File: config.mk
export PLATFORM = sky130hd
export DESIGN_NAME = adc_control_sequencer
export DESIGN_NICKNAME = d
export VERILOG_FILES = /design/src/hdl/adc_seq_pkg.sv /design/src/hdl/pin_sync.sv /design/src/hdl/adc_control_sequencer.sv
export SDC_FILE = /design/constraint.sdc
export NUM_CORES = 1
export LEC_CHECK = 0
export ABC_AREA = 0
export BUFFER_PORTS_ARGS = -buffer_cell sky130_fd_sc_hd__buf_2
export CORE_AREA = 2 2 119 121
export DETAILED_ROUTE_END_ITERATION = 8
export DIE_AREA = 0 0 121 123
export PLACE_DENSITY_LB_ADDON = 0.08
export SYNTH_ARGS = -nofsm -noshare
export SYNTH_HDL_FRONTEND = slang
export SYNTH_SLANG_ARGS = --single-unit
File: constraint.sdc
create_clock -name core_clk -period 2.1 [get_ports core_clk]
set_input_delay 0.21 -clock core_clk [delete_from_list [all_inputs] [get_ports core_clk]]
set_output_delay 0.21 -clock core_clk [all_outputs]
set_load 0.03 [all_outputs]
File: src/hdl/adc_seq_pkg.sv
package adc_seq_pkg;
   localparam int NUM_CH = 8;
   localparam int MAX_SEQ = 4;
   localparam int RES_W = 10;
   // byte offsets on the register bus
   localparam logic [7:0] OFF_CTL2 = 8'h00;
   localparam logic [7:0] OFF_CTL3 = 8'h04;
   localparam logic [7:0] OFF_CTL4 = 8'h08;
   localparam logic [7:0] OFF_CTL5 = 8'h0c;
   localparam logic [7:0] OFF_STAT0 = 8'h10;
   localparam logic [7:0] OFF_PADEN = 8'h14;
   localparam logic [7:0] OFF_PORT = 8'h18;
   localparam logic [7:0] OFF_RES0 = 8'h20;
   localparam logic [7:0] OFF_RES3 = 8'h2c;
   // control_reg_two fields
   localparam int POS_PU = 0;
   localparam int POS_IE = 1;
   localparam int POS_WAI = 2;
   localparam int POS_ETE = 3;
   // control_reg_three / four / five fields
   localparam int POS_S4C = 0;
   localparam int POS_PR = 0;
   localparam int POS_SMP = 5;
   localparam int POS_EIGHT_BIT_RESOLUTION_SEL = 7;
   localparam int POS_CH = 0;
   localparam int POS_MULTI_CHANNEL_BIT = 4;
   // status_reg_zero fields
   localparam int POS_SCF = 0;
   localparam int POS_OVR = 1;
   localparam int POS_BUSY = 2;
   localparam int POS_CUR = 4;
   localparam int POS_CCF = 8;
   // reset values
   localparam logic [4:0] RST_PR = 5'h05;
   localparam logic [7:0] RST_PADEN = 8'h00;
   // conversion timing in converter clocks
   localparam logic [4:0] SAMPLE_BASE = 5'h02;
   localparam logic [4:0] BITS_8 = 5'h08;
   localparam logic [4:0] BITS_10 = 5'h0a;

   typedef struct packed {
      logic psel;
      logic penable;
      logic pwrite;
      logic [7:0] paddr;
      logic [31:0] pwdata;
   } apb_req_t;

   typedef enum logic [2:0] {
      ST_IDLE = 3'b001,
      ST_SAMPLE = 3'b010,
      ST_CONVERT = 3'b100
   } seq_state_t;
endpackage

File: src/hdl/pin_sync.sv
`timescale 1ns/1ps
module pin_sync #(
   parameter int WIDTH = 9
) (
   input wire logic core_clk,
   input wire logic rst_n,
   input wire logic [WIDTH-1:0] pin_in,
   output logic [WIDTH-1:0] level_out
);
   logic [WIDTH-1:0] s1_q, s2_q, s3_q, lvl_q;
   logic [WIDTH-1:0] lvl_d;

   // a bit moves only once stages two and three agree
   always_comb begin
      lvl_d = lvl_q;
      for (int i = 0; i < WIDTH; i++) begin
         if (s2_q[i] == s3_q[i]) begin
            lvl_d[i] = s3_q[i];
         end
      end
   end

   always_ff @(posedge core_clk or negedge rst_n) begin
      if (!rst_n) begin
         s1_q <= '0;
         s2_q <= '0;
         s3_q <= '0;
         lvl_q <= '0;
      end else begin
         s1_q <= pin_in;
         s2_q <= s1_q;
         s3_q <= s2_q;
         lvl_q <= lvl_d;
      end
   end

   assign level_out = lvl_q;
endmodule

File: src/hdl/adc_control_sequencer.sv
`timescale 1ns/1ps
module adc_control_sequencer (
   input wire logic core_clk,
   input wire logic rst_n,
   input wire adc_seq_pkg::apb_req_t apb_req,
   output logic [31:0] prdata,
   output logic pready,
   output logic pslverr,
   input wire logic [7:0] pad_level,
   input wire logic ext_trig,
   input wire logic stop_mode,
   input wire logic wait_mode,
   input wire logic [9:0] adc_data,
   output logic [7:0] pad_buffer_en,
   output logic converter_power_up,
   output logic [2:0] analog_channel,
   output logic analog_sample,
   output logic irq
);
   import adc_seq_pkg::*;

   function automatic logic [4:0] sample_ticks(input logic [1:0] smp);
      sample_ticks = SAMPLE_BASE << smp;
   endfunction

   function automatic logic [4:0] res_ticks(input logic eight_bit_resolution_sel);
      res_ticks = eight_bit_resolution_sel ? BITS_8 : BITS_10;
   endfunction

   function automatic logic addr_ok(input logic [7:0] a);
      addr_ok = (a[1:0] == 2'b00) && (a <= OFF_RES3) &&
                (a != 8'h1c);
   endfunction

   logic [8:0] sync_lvl;
   pin_sync #(.WIDTH(9)) u_sync (
      .core_clk(core_clk),
      .rst_n(rst_n),
      .pin_in({ext_trig, pad_level}),
      .level_out(sync_lvl)
   );

   // register group
   logic pu_q, pu_d, ie_q, ie_d, wai_q, wai_d, ete_q, ete_d;
   logic s4c_q, s4c_d, eight_bit_resolution_sel_q, eight_bit_resolution_sel_d, multi_channel_bit_q, multi_channel_bit_d;
   logic [1:0] smp_q, smp_d;
   logic [4:0] pr_q, pr_d;
   logic [2:0] sch_q, sch_d;
   logic [7:0] paden_q, paden_d;
   logic [31:0] prdata_q, prdata_d, rdata;
   logic pready_q, pready_d, pslverr_q, pslverr_d;
   // sequencer group
   seq_state_t state_q, state_d;
   logic [5:0] presc_q, presc_d;
   logic [4:0] phase_q, phase_d;
   logic [1:0] slot_q, slot_d;
   logic [2:0] chan_q, chan_d;
   logic [RES_W-1:0] res_q [MAX_SEQ];
   logic [RES_W-1:0] res_d [MAX_SEQ];
   logic [MAX_SEQ-1:0] ccf_q, ccf_d;
   logic scf_q, scf_d, ovr_q, ovr_d, trig_prev_q;
   logic sample_q, sample_d, irq_q, irq_d;

   logic wr_en, wr_ctl2, wr_ctl5, wr_stat, trig_rise, halt, busy;
   logic start, abort, tick;
   logic [4:0] phase_inc;
   logic [1:0] seq_last;

   assign wr_en = apb_req.psel & apb_req.penable & apb_req.pwrite &
                  pready_q;
   assign wr_ctl2 = wr_en & (apb_req.paddr == OFF_CTL2);
   assign wr_ctl5 = wr_en & (apb_req.paddr == OFF_CTL5);
   assign wr_stat = wr_en & (apb_req.paddr == OFF_STAT0);
   assign trig_rise = sync_lvl[8] & ~trig_prev_q;
   assign busy = (state_q != ST_IDLE);
   assign halt = stop_mode | (wait_mode & wai_q);
   // software start only without the external trigger
   assign start = pu_q & ((wr_ctl5 & ~ete_q) |
                  (ete_q & trig_rise));
   assign abort = (wr_ctl2 & (~apb_req.pwdata[POS_PU] |
                  ~apb_req.pwdata[POS_IE])) | ~pu_q;
   // half rate: one converter tick every 2*(pr+1) bus clocks
   assign tick = (presc_q == {pr_q, 1'b1});
   assign phase_inc = phase_q + 5'h01;
   assign seq_last = s4c_q ? 2'h3 : 2'h0;

   always_comb begin
      rdata = '0;
      case (apb_req.paddr)
         OFF_CTL2: begin
            rdata[POS_PU] = pu_q;
            rdata[POS_IE] = ie_q;
            rdata[POS_WAI] = wai_q;
            rdata[POS_ETE] = ete_q;
         end
         OFF_CTL3: rdata[POS_S4C] = s4c_q;
         OFF_CTL4: begin
            rdata[POS_PR +: 5] = pr_q;
            rdata[POS_SMP +: 2] = smp_q;
            rdata[POS_EIGHT_BIT_RESOLUTION_SEL] = eight_bit_resolution_sel_q;
         end
         OFF_CTL5: begin
            rdata[POS_CH +: 3] = sch_q;
            rdata[POS_MULTI_CHANNEL_BIT] = multi_channel_bit_q;
         end
         OFF_STAT0: begin
            rdata[POS_SCF] = scf_q;
            rdata[POS_OVR] = ovr_q;
            rdata[POS_BUSY] = busy;
            rdata[POS_CUR +: 3] = chan_q;
            rdata[POS_CCF +: MAX_SEQ] = ccf_q;
         end
         OFF_PADEN: rdata[7:0] = paden_q;
         // buffer off reads zero, pad stays on the analog side
         OFF_PORT: rdata[7:0] = sync_lvl[7:0] & paden_q;
         default: begin
            if (apb_req.paddr >= OFF_RES0 && apb_req.paddr <= OFF_RES3 &&
                apb_req.paddr[1:0] == 2'b00) begin
               rdata[RES_W-1:0] = res_q[apb_req.paddr[3:2]];
            end
         end
      endcase
   end

   always_comb begin
      pu_d = pu_q;
      ie_d = ie_q;
      wai_d = wai_q;
      ete_d = ete_q;
      s4c_d = s4c_q;
      pr_d = pr_q;
      smp_d = smp_q;
      eight_bit_resolution_sel_d = eight_bit_resolution_sel_q;
      sch_d = sch_q;
      multi_channel_bit_d = multi_channel_bit_q;
      paden_d = paden_q;
      prdata_d = prdata_q;
      // one wait state, answer on the second access cycle
      pready_d = apb_req.psel & apb_req.penable & ~pready_q;
      pslverr_d = pready_d & ~addr_ok(apb_req.paddr);
      if (pready_d) begin
         prdata_d = apb_req.pwrite ? 32'h0000_0000 : rdata;
      end
      if (wr_en) begin
         case (apb_req.paddr)
            OFF_CTL2: begin
               pu_d = apb_req.pwdata[POS_PU];
               ie_d = apb_req.pwdata[POS_IE];
               wai_d = apb_req.pwdata[POS_WAI];
               ete_d = apb_req.pwdata[POS_ETE];
            end
            OFF_CTL3: s4c_d = apb_req.pwdata[POS_S4C];
            OFF_CTL4: begin
               pr_d = apb_req.pwdata[POS_PR +: 5];
               smp_d = apb_req.pwdata[POS_SMP +: 2];
               eight_bit_resolution_sel_d = apb_req.pwdata[POS_EIGHT_BIT_RESOLUTION_SEL];
            end
            OFF_CTL5: begin
               sch_d = apb_req.pwdata[POS_CH +: 3];
               multi_channel_bit_d = apb_req.pwdata[POS_MULTI_CHANNEL_BIT];
            end
            OFF_PADEN: paden_d = apb_req.pwdata[7:0];
            default: begin
            end
         endcase
      end
   end

   always_comb begin
      state_d = state_q;
      presc_d = presc_q;
      phase_d = phase_q;
      slot_d = slot_q;
      chan_d = chan_q;
      res_d = res_q;
      ccf_d = ccf_q;
      scf_d = scf_q;
      ovr_d = ovr_q;
      if (wr_stat && apb_req.pwdata[POS_SCF]) begin
         scf_d = 1'b0;
      end
      if (busy && ete_q && trig_rise) begin
         ovr_d = 1'b1;
      end
      case (state_q)
         ST_IDLE: begin
            presc_d = '0;
            phase_d = '0;
            if (start) begin
               state_d = ST_SAMPLE;
               slot_d = '0;
               chan_d = wr_ctl5 ? apb_req.pwdata[POS_CH +: 3] :
                        sch_q;
               ccf_d = '0;
               ovr_d = 1'b0;
            end
         end
         ST_SAMPLE, ST_CONVERT: begin
            presc_d = tick ? 6'h00 : presc_q + 6'h01;
            if (tick) begin
               phase_d = phase_inc;
               // defaults: two-tick sample, ten-bit result
               if (state_q == ST_SAMPLE &&
                   phase_inc == sample_ticks(smp_q)) begin
                  state_d = ST_CONVERT;
                  phase_d = '0;
               end
               if (state_q == ST_CONVERT &&
                   phase_inc == res_ticks(eight_bit_resolution_sel_q)) begin
                  res_d[slot_q] = eight_bit_resolution_sel_q ? {2'b00, adc_data[9:2]} :
                                  adc_data;
                  ccf_d[slot_q] = 1'b1;
                  phase_d = '0;
                  if (slot_q == seq_last) begin
                     state_d = ST_IDLE;
                     scf_d = 1'b1; // set wins over a clear
                  end else begin
                     state_d = ST_SAMPLE;
                     slot_d = slot_q + 2'h1;
                     chan_d = multi_channel_bit_q ? chan_q + 3'h1 : chan_q;
                  end
               end
            end
            // redo the interrupted conversion once released
            if (halt) begin
               state_d = ST_SAMPLE;
               presc_d = '0;
               phase_d = '0;
            end
            if (abort) begin
               state_d = ST_IDLE;
               presc_d = '0;
               phase_d = '0;
            end
         end
         default: begin
            state_d = ST_IDLE;
         end
      endcase
      sample_d = (state_d == ST_SAMPLE) & ~halt;
      // registered from next-state values, so it drops on the same edge as flag or enable
      irq_d = scf_d & ie_d;
   end

   always_ff @(posedge core_clk or negedge rst_n) begin
      if (!rst_n) begin
         pu_q <= 1'b0;
         ie_q <= 1'b0;
         wai_q <= 1'b0;
         ete_q <= 1'b0;
         s4c_q <= 1'b0;
         pr_q <= RST_PR;
         smp_q <= 2'b00;
         eight_bit_resolution_sel_q <= 1'b0;
         sch_q <= 3'h0;
         multi_channel_bit_q <= 1'b0;
         paden_q <= RST_PADEN;
         prdata_q <= 32'h0000_0000;
         pready_q <= 1'b0;
         pslverr_q <= 1'b0;
      end else begin
         pu_q <= pu_d;
         ie_q <= ie_d;
         wai_q <= wai_d;
         ete_q <= ete_d;
         s4c_q <= s4c_d;
         pr_q <= pr_d;
         smp_q <= smp_d;
         eight_bit_resolution_sel_q <= eight_bit_resolution_sel_d;
         sch_q <= sch_d;
         multi_channel_bit_q <= multi_channel_bit_d;
         paden_q <= paden_d;
         prdata_q <= prdata_d;
         pready_q <= pready_d;
         pslverr_q <= pslverr_d;
      end
   end

   always_ff @(posedge core_clk or negedge rst_n) begin
      if (!rst_n) begin
         state_q <= ST_IDLE;
         presc_q <= 6'h00;
         phase_q <= 5'h00;
         slot_q <= 2'h0;
         chan_q <= 3'h0;
         for (int i = 0; i < MAX_SEQ; i++) begin
            res_q[i] <= '0;
         end
         ccf_q <= '0;
         scf_q <= 1'b0;
         ovr_q <= 1'b0;
         trig_prev_q <= 1'b0;
         sample_q <= 1'b0;
         irq_q <= 1'b0;
      end else begin
         state_q <= state_d;
         presc_q <= presc_d;
         phase_q <= phase_d;
         slot_q <= slot_d;
         chan_q <= chan_d;
         res_q <= res_d;
         ccf_q <= ccf_d;
         scf_q <= scf_d;
         ovr_q <= ovr_d;
         trig_prev_q <= sync_lvl[8];
         sample_q <= sample_d;
         irq_q <= irq_d;
      end
   end

   assign prdata = prdata_q;
   assign pready = pready_q;
   assign pslverr = pslverr_q;
   assign pad_buffer_en = paden_q;
   assign converter_power_up = pu_q;
   assign analog_channel = chan_q;
   assign analog_sample = sample_q;
   assign irq = irq_q;
endmodule

* After elaboration in Yosys (flattened, before gate mapping)
Index checks and enable logic that the tools add are counted.
Widths: inputs -> output; s select.
** Word-level totals
- Output and inout port bits :: 48
- Input bits :: 66
- Logic and storage cells :: 211
- Flip-flop bits (word level) :: 163
** Cells by class
- Reduce and logical (&&, ||, !) cells :: 30
- Multiplexer cells :: 65
- Bitwise operators :: 32
- Magnitude comparators :: 7
- Eq/ne operators :: 31
- Shifts and indexed selects :: 1
- Add/subtract/negate cells :: 4
** Operators with widths (count)
- $mux 10 :: 5
- $bwmux 40 :: 1
- $mux 3 :: 12
- $mux 5 :: 5
- $eq 8x5->1 const B :: 3
- $bmux 10 s2 :: 1
- $demux 10 s2 :: 1
- $mux 6 :: 3
- $and 1x1->1 :: 16
- $eq 8x4->1 const B :: 2
- $mux 2 :: 8
- $pmux 2 s7 :: 1
- $mux 12 :: 1
- $mux 4 :: 3
- $pmux 3 s2 :: 2
- $pmux 6 s2 :: 1
- $reduce_and 2->1 :: 6
- $logic_and 1x1->1 :: 11
- $mux 1 :: 11
- $ne 2x2->1 const B :: 5
- $pmux 2 s5 :: 1
- $pmux 5 s2 :: 1
- $eq 1x1->1 :: 9
- $and 8x8->8 :: 1
- other kinds (44) :: 60

* Depth between registers and ports, before layout
- Depth after elaboration :: 11
- Mapped depth :: 9

* Modules after synthesis
A second synthesis with hierarchy kept.
** Unflattened totals
- Cell total of the unflattened synthesis :: 585
- Area total of the unflattened synthesis :: 6563.8 um^2
** By module, submodules not included
- adc_control_sequencer :: times used 1, sequential area each 2681.3 um^2, area each 5561.6 um^2, cells each 540
- pin_sync :: times used 1, sequential area each 900.9 um^2, area each 1002.2 um^2, cells each 45

* Worst setup path before layout
Ideal clock, no wire load.
- Path kind :: reg2reg
- From :: register phase_q[0]
- To :: register slot_q[0]
- Stages on the path, launching flop included :: 9
- Setup slack :: -30 ps
- Path buffers :: 1
- Data required time :: 1982 ps
- Arrival :: 2012 ps
- Setup time :: 118 ps
- Cells stage by stage :: dfrtp_1 > ha_1 > xor2_1 > or4_4 > a21oi_2 > and2_4 > buf_12 > o22ai_1 > a21o_1
** Between the ends
- Word-level cells in the longest chain between the ends :: 5
** Ends and longest elaborated chain
- from (decl) :: line adc_control_sequencer.sv:55 : logic [4:0] phase_q, phase_d;
- from (signal assigned) :: line adc_control_sequencer.sv:298 : phase_q <= phase_d;
- $add 5x1->5 :: line adc_control_sequencer.sv:84 : assign phase_inc = phase_q + 5'h01;
- $eq 5x4->1 :: line adc_control_sequencer.sv:209 : phase_inc == res_ticks(eight_bit_resolution_sel_q)) begin
- $logic_and 1x1->1 :: line adc_control_sequencer.sv:208 : if (state_q == ST_CONVERT &&
- $ne 2x2->1 (no source line)
- $reduce_and 5->1 (no source line)
- to (signal assigned) :: line adc_control_sequencer.sv:299 : slot_q <= slot_d;
- to (decl) :: line adc_control_sequencer.sv:56 : logic [1:0] slot_q, slot_d;
Every way passes these cells.
A chain may end at the register's enable or synchronous reset.

* Worst setup path after layout
- From :: register phase_q[0]
- To :: register res_q[12] in the netlist's numbering
** Between the ends
- Word-level cells in the longest chain between the ends :: 4
** Ends and longest elaborated chain
- $add 5x1->5 :: line adc_control_sequencer.sv:84
- $eq 5x4->1 :: line adc_control_sequencer.sv:209
- $logic_and 1x1->1 :: line adc_control_sequencer.sv:208
- $reduce_and 3->1 (no source line)
- to (signal assigned) :: line adc_control_sequencer.sv:301 : res_q <= res_d;
- to (decl) :: line adc_control_sequencer.sv:58 : logic [RES_W-1:0] res_q [MAX_SEQ];
Every way passes these cells.

==> metrics.yaml <==
final_layout:
  fill_cells: 1121
  multi_input_area_sq_um: 3070
  instances_no_fill: 905
  nets: 785
  n_antenna_cell: 0
  ff_latch_area_sq_um: 3580
  layout-drive-gt1-share_pct: 38.6
  syn2layout_area_growth_pct: 25.4
  utilization_pct: 62.8
global_routing:
  antenna_found_initial: 0
  grt_use_total_pct: 23.9
  grt_pass1_vias: 4936
  grt_pass1_wl_um: 26700
  gr-total-overflow: 0
  grt_max_degree: 55
power_and_ir_drop:
  peakVddDrop_mv: 0.481
  p_leak_nw: 3.96
  power.total_mw: 6.46
  cellPowerDensity_nw_per_um2: 755
outcome:
  failed_checks: "negative setup slack"
  status: "finished with violations"
place:
  dp_hpwl_um: 11700
  io_buffer_count: 69
  dp_cells: 853
  place.gp.congestion: 0.848
  pre_cts_slack_ns: -0.0621
timing:
  holdWs_ns: 0.0357
  setup_viol: 38
  finalCritPeriodShare_pct: 102
  slew-limit-headroom_pct: 63.6
  period_needed_ns: 2.14
  rsz0062_at_grt: "yes"
  max_freq_mhz: 468
  hold_violations: 0
  fin_worst_skew_ns: 0.00689
  worst_slew_pin_slew_ns: 0.545
  slew_viol_final: 0
  fin_ws_ns: -0.0359
hold_path:
  hold_depth: 2
  holdCritPathClass: "in -> reg"
clock_tree:
  clk_pin_slew_ns: 0.06
  clk_latency_ns: 0.43
  cts_sinks: 143
  h-tree-depth: 4
  cts_buffers: 17
  cts_max_path_buffers: 2
  cts_tree: "yes"
  root_buffer: "clkbuf_16"
setup_path:
  cp_max_fo: 21
  critPathCaptureType: "flop"
  endpoint: "res_q[12]"
  crit_required_ns: 2.39
  r2r-end: "res_q[12]"
  r2r_cells: 9
  ff2ff_setup_slack_ns: -0.04
  cp-startpoint: "phase_q[0]"
  cp.arrival_ns: 2.43
  crit_type: "reg -> reg"
  regToRegStartpoint: "phase_q[0]"
  critPathLaunchType: "flop"
synthesis:
  syn_inst: 587
  synth_flop_cell: "dfrtp_1"
  ys_ff_latch: 143
  ys_warn_count: 0
  netlist_area_sq_um: 6820
  synthArstFlopShare_pct: 100
  yosysTopAreaCellShare_pct: 51.4
  synthTopCellsByArea: "dfrtp_1 51%, nand2_1 4.4%, mux2_2 4.3%"
  yosys.area.top_type: "dfrtp_1"
  syn_avg_cell_area_sq_um: 11.6
  synth-edff-count: 0
  synth_cell_types: 76
  seq_area_frac_synth_pct: 52.5
route:
  dr.first_iter.drc_count: 244
  drcViolationCount: 0
  drt-total-wl_um: 16500
  drt_pass1_iterations: 5
  ant_nets: 0
  vias: 4925
  wl_per_cell_um: 18.3
  viasPerCell: 5.44
job:
  drv_cap: 0
die:
  dieWidth_um: 121
  ios: 114
  initial_core_util_pct: 50.1
  die_h_um: 123
  dieArea_sq_um: 14900
  fp.coreArea_sq_um: 13600
  rows: 43
==> how the worst min path moves through the flow <==
stage	from	endpoint	slack [ns]
finish	apb_req[7]	pad_buffer_en[7]	0.04
global route	apb_req[5]	pad_buffer_en[5]	0.03
CTS	apb_req[7]	eight_bit_resolution_sel_q	0.03
detailed placement	rst_n	u_sync.level_out[8]	0.21
global placement	rst_n	presc_q[4]	0.20
floorplan	rst_n	analog_channel[0]	-0.09
==> critical path, stage by stage, from the launching register on <==
cell     delay, ns
dfrtp_1       0.41
ha_4          0.18
xor2_2        0.15
or4_4         0.49
a21oi_4       0.19
buf_12        0.16
nand3_4       0.08
buf_12        0.17
nand2_2       0.07
o21ai_1       0.07
==> metrics by stage <==
stage	setup TNS (ns)	instance area, sq um
after floorplan	0	6890
after global placement	-0.0372	7520
after detailed placement	-1.32	7520
after CTS	-0.114	8370
after global routing	-3.96	8550
final	-0.461	8550
==> power breakdown <==
| group | switching (mW) | internal, mW |
|---|---|---|
| Clock | 1.24 | 2.04 |
| Sequential | 0.0324 | 2.81 |
| Combinational | 0.230 | 0.109 |
| Total | 1.50 | 4.96 |
==> layout make-up <==
cell class                 count  share of cell area (%)
clock buffer                  18                    5.14
inverter                      16                   0.703
clock inverter                14                    2.39
timing repair buffer         132                    11.3
multi-input combinational    402                    35.9
sequential                   143                    41.9
tap                          180                    2.63
==> cell usage in the layout, fill, tap and decap left out, types with 6 or more instances in the layout <==
master,n
nand2_1,55
dlygate4sd3_1,10
buf_4,43
inv_1,16
nor3_1,6
xor2_1,6
nand3_1,14
nor2_1,19
maj3_1,9
conb_1,20
o21ai_2,8
buf_12,7
mux2_2,26
a21oi_1,11
buf_2,68
nand2b_1,6
clkbuf_16,17
nand2_2,26
mux4_2,11
mux2i_1,12
o21ai_1,37
ha_1,6
dfrtp_1,138
a21o_1,7
o21ai_0,20
==> synth_stat cells (all sizes together) (3+ instances only) <==
cell,instances
a21o,7
a21oi,17
a221oi,4
a22o,4
a22oi,5
a2bb2oi,4
and2,4
and3,4
buf,38
clkbuf,7
dfrtp,140
dfstp,3
ha,7
inv,16
maj3,9
mux2,26
mux2i,12
mux4,11
nand2,81
nand2b,8
nand3,23
nand4,4
nor2,22
nor2b,3
nor3,8
nor4,3
nor4b,3
o211ai,3
o21ai,65
o22ai,6
or3,3
xnor2,3
xor2,7
==> metal layers <==
metal,part of all wire (%),global-route usage [%],routed length [um]
met2,51,39.5,8460
met4,2.0,7.99,331
met1,42,31.7,7010
met3,4.5,4.98,745
met5,0,0,0
==> kinds of logic after synthesis <==
family | count (synthesis) | share of synthesized area [%]
AND/OR/NAND/NOR | 175 | 14.0
buffers and inverters | 61 | 6.11
XOR/XNOR | 12 | 1.95
multiplexers | 49 | 9.69
flip-flops | 143 | 52.5
other | 1 | 0.0550
adder cells (fa/ha/maj) | 16 | 2.61
AO/OA/AOI/OAI | 130 | 13.1
==> repair_timing <==
action,in CTS,in global routing
gates cloned,1,0
endpoints found under the setup margin,51,59
setup buffers,2,7
hold buffers,10,0
hold endpoints to repair,59,0
pin swaps,8,14
resized for setup,13,42
==> registers in the layout, summed over array words and instances, names as in the netlist, 2 cells and up <==
register          cells
state_q               3
slot_q                2
phase_q               5
prdata               12
analog_channel        3
u_sync.level_out      9
presc_q               6
u_sync.s1_q           9
sch_q                 3
ccf_q                 4
u_sync.s3_q           9
smp_q                 2
pr_q                  5
u_sync.s2_q           9
pad_buffer_en         8
res_q                40
(Power assumes the default switching activity.)
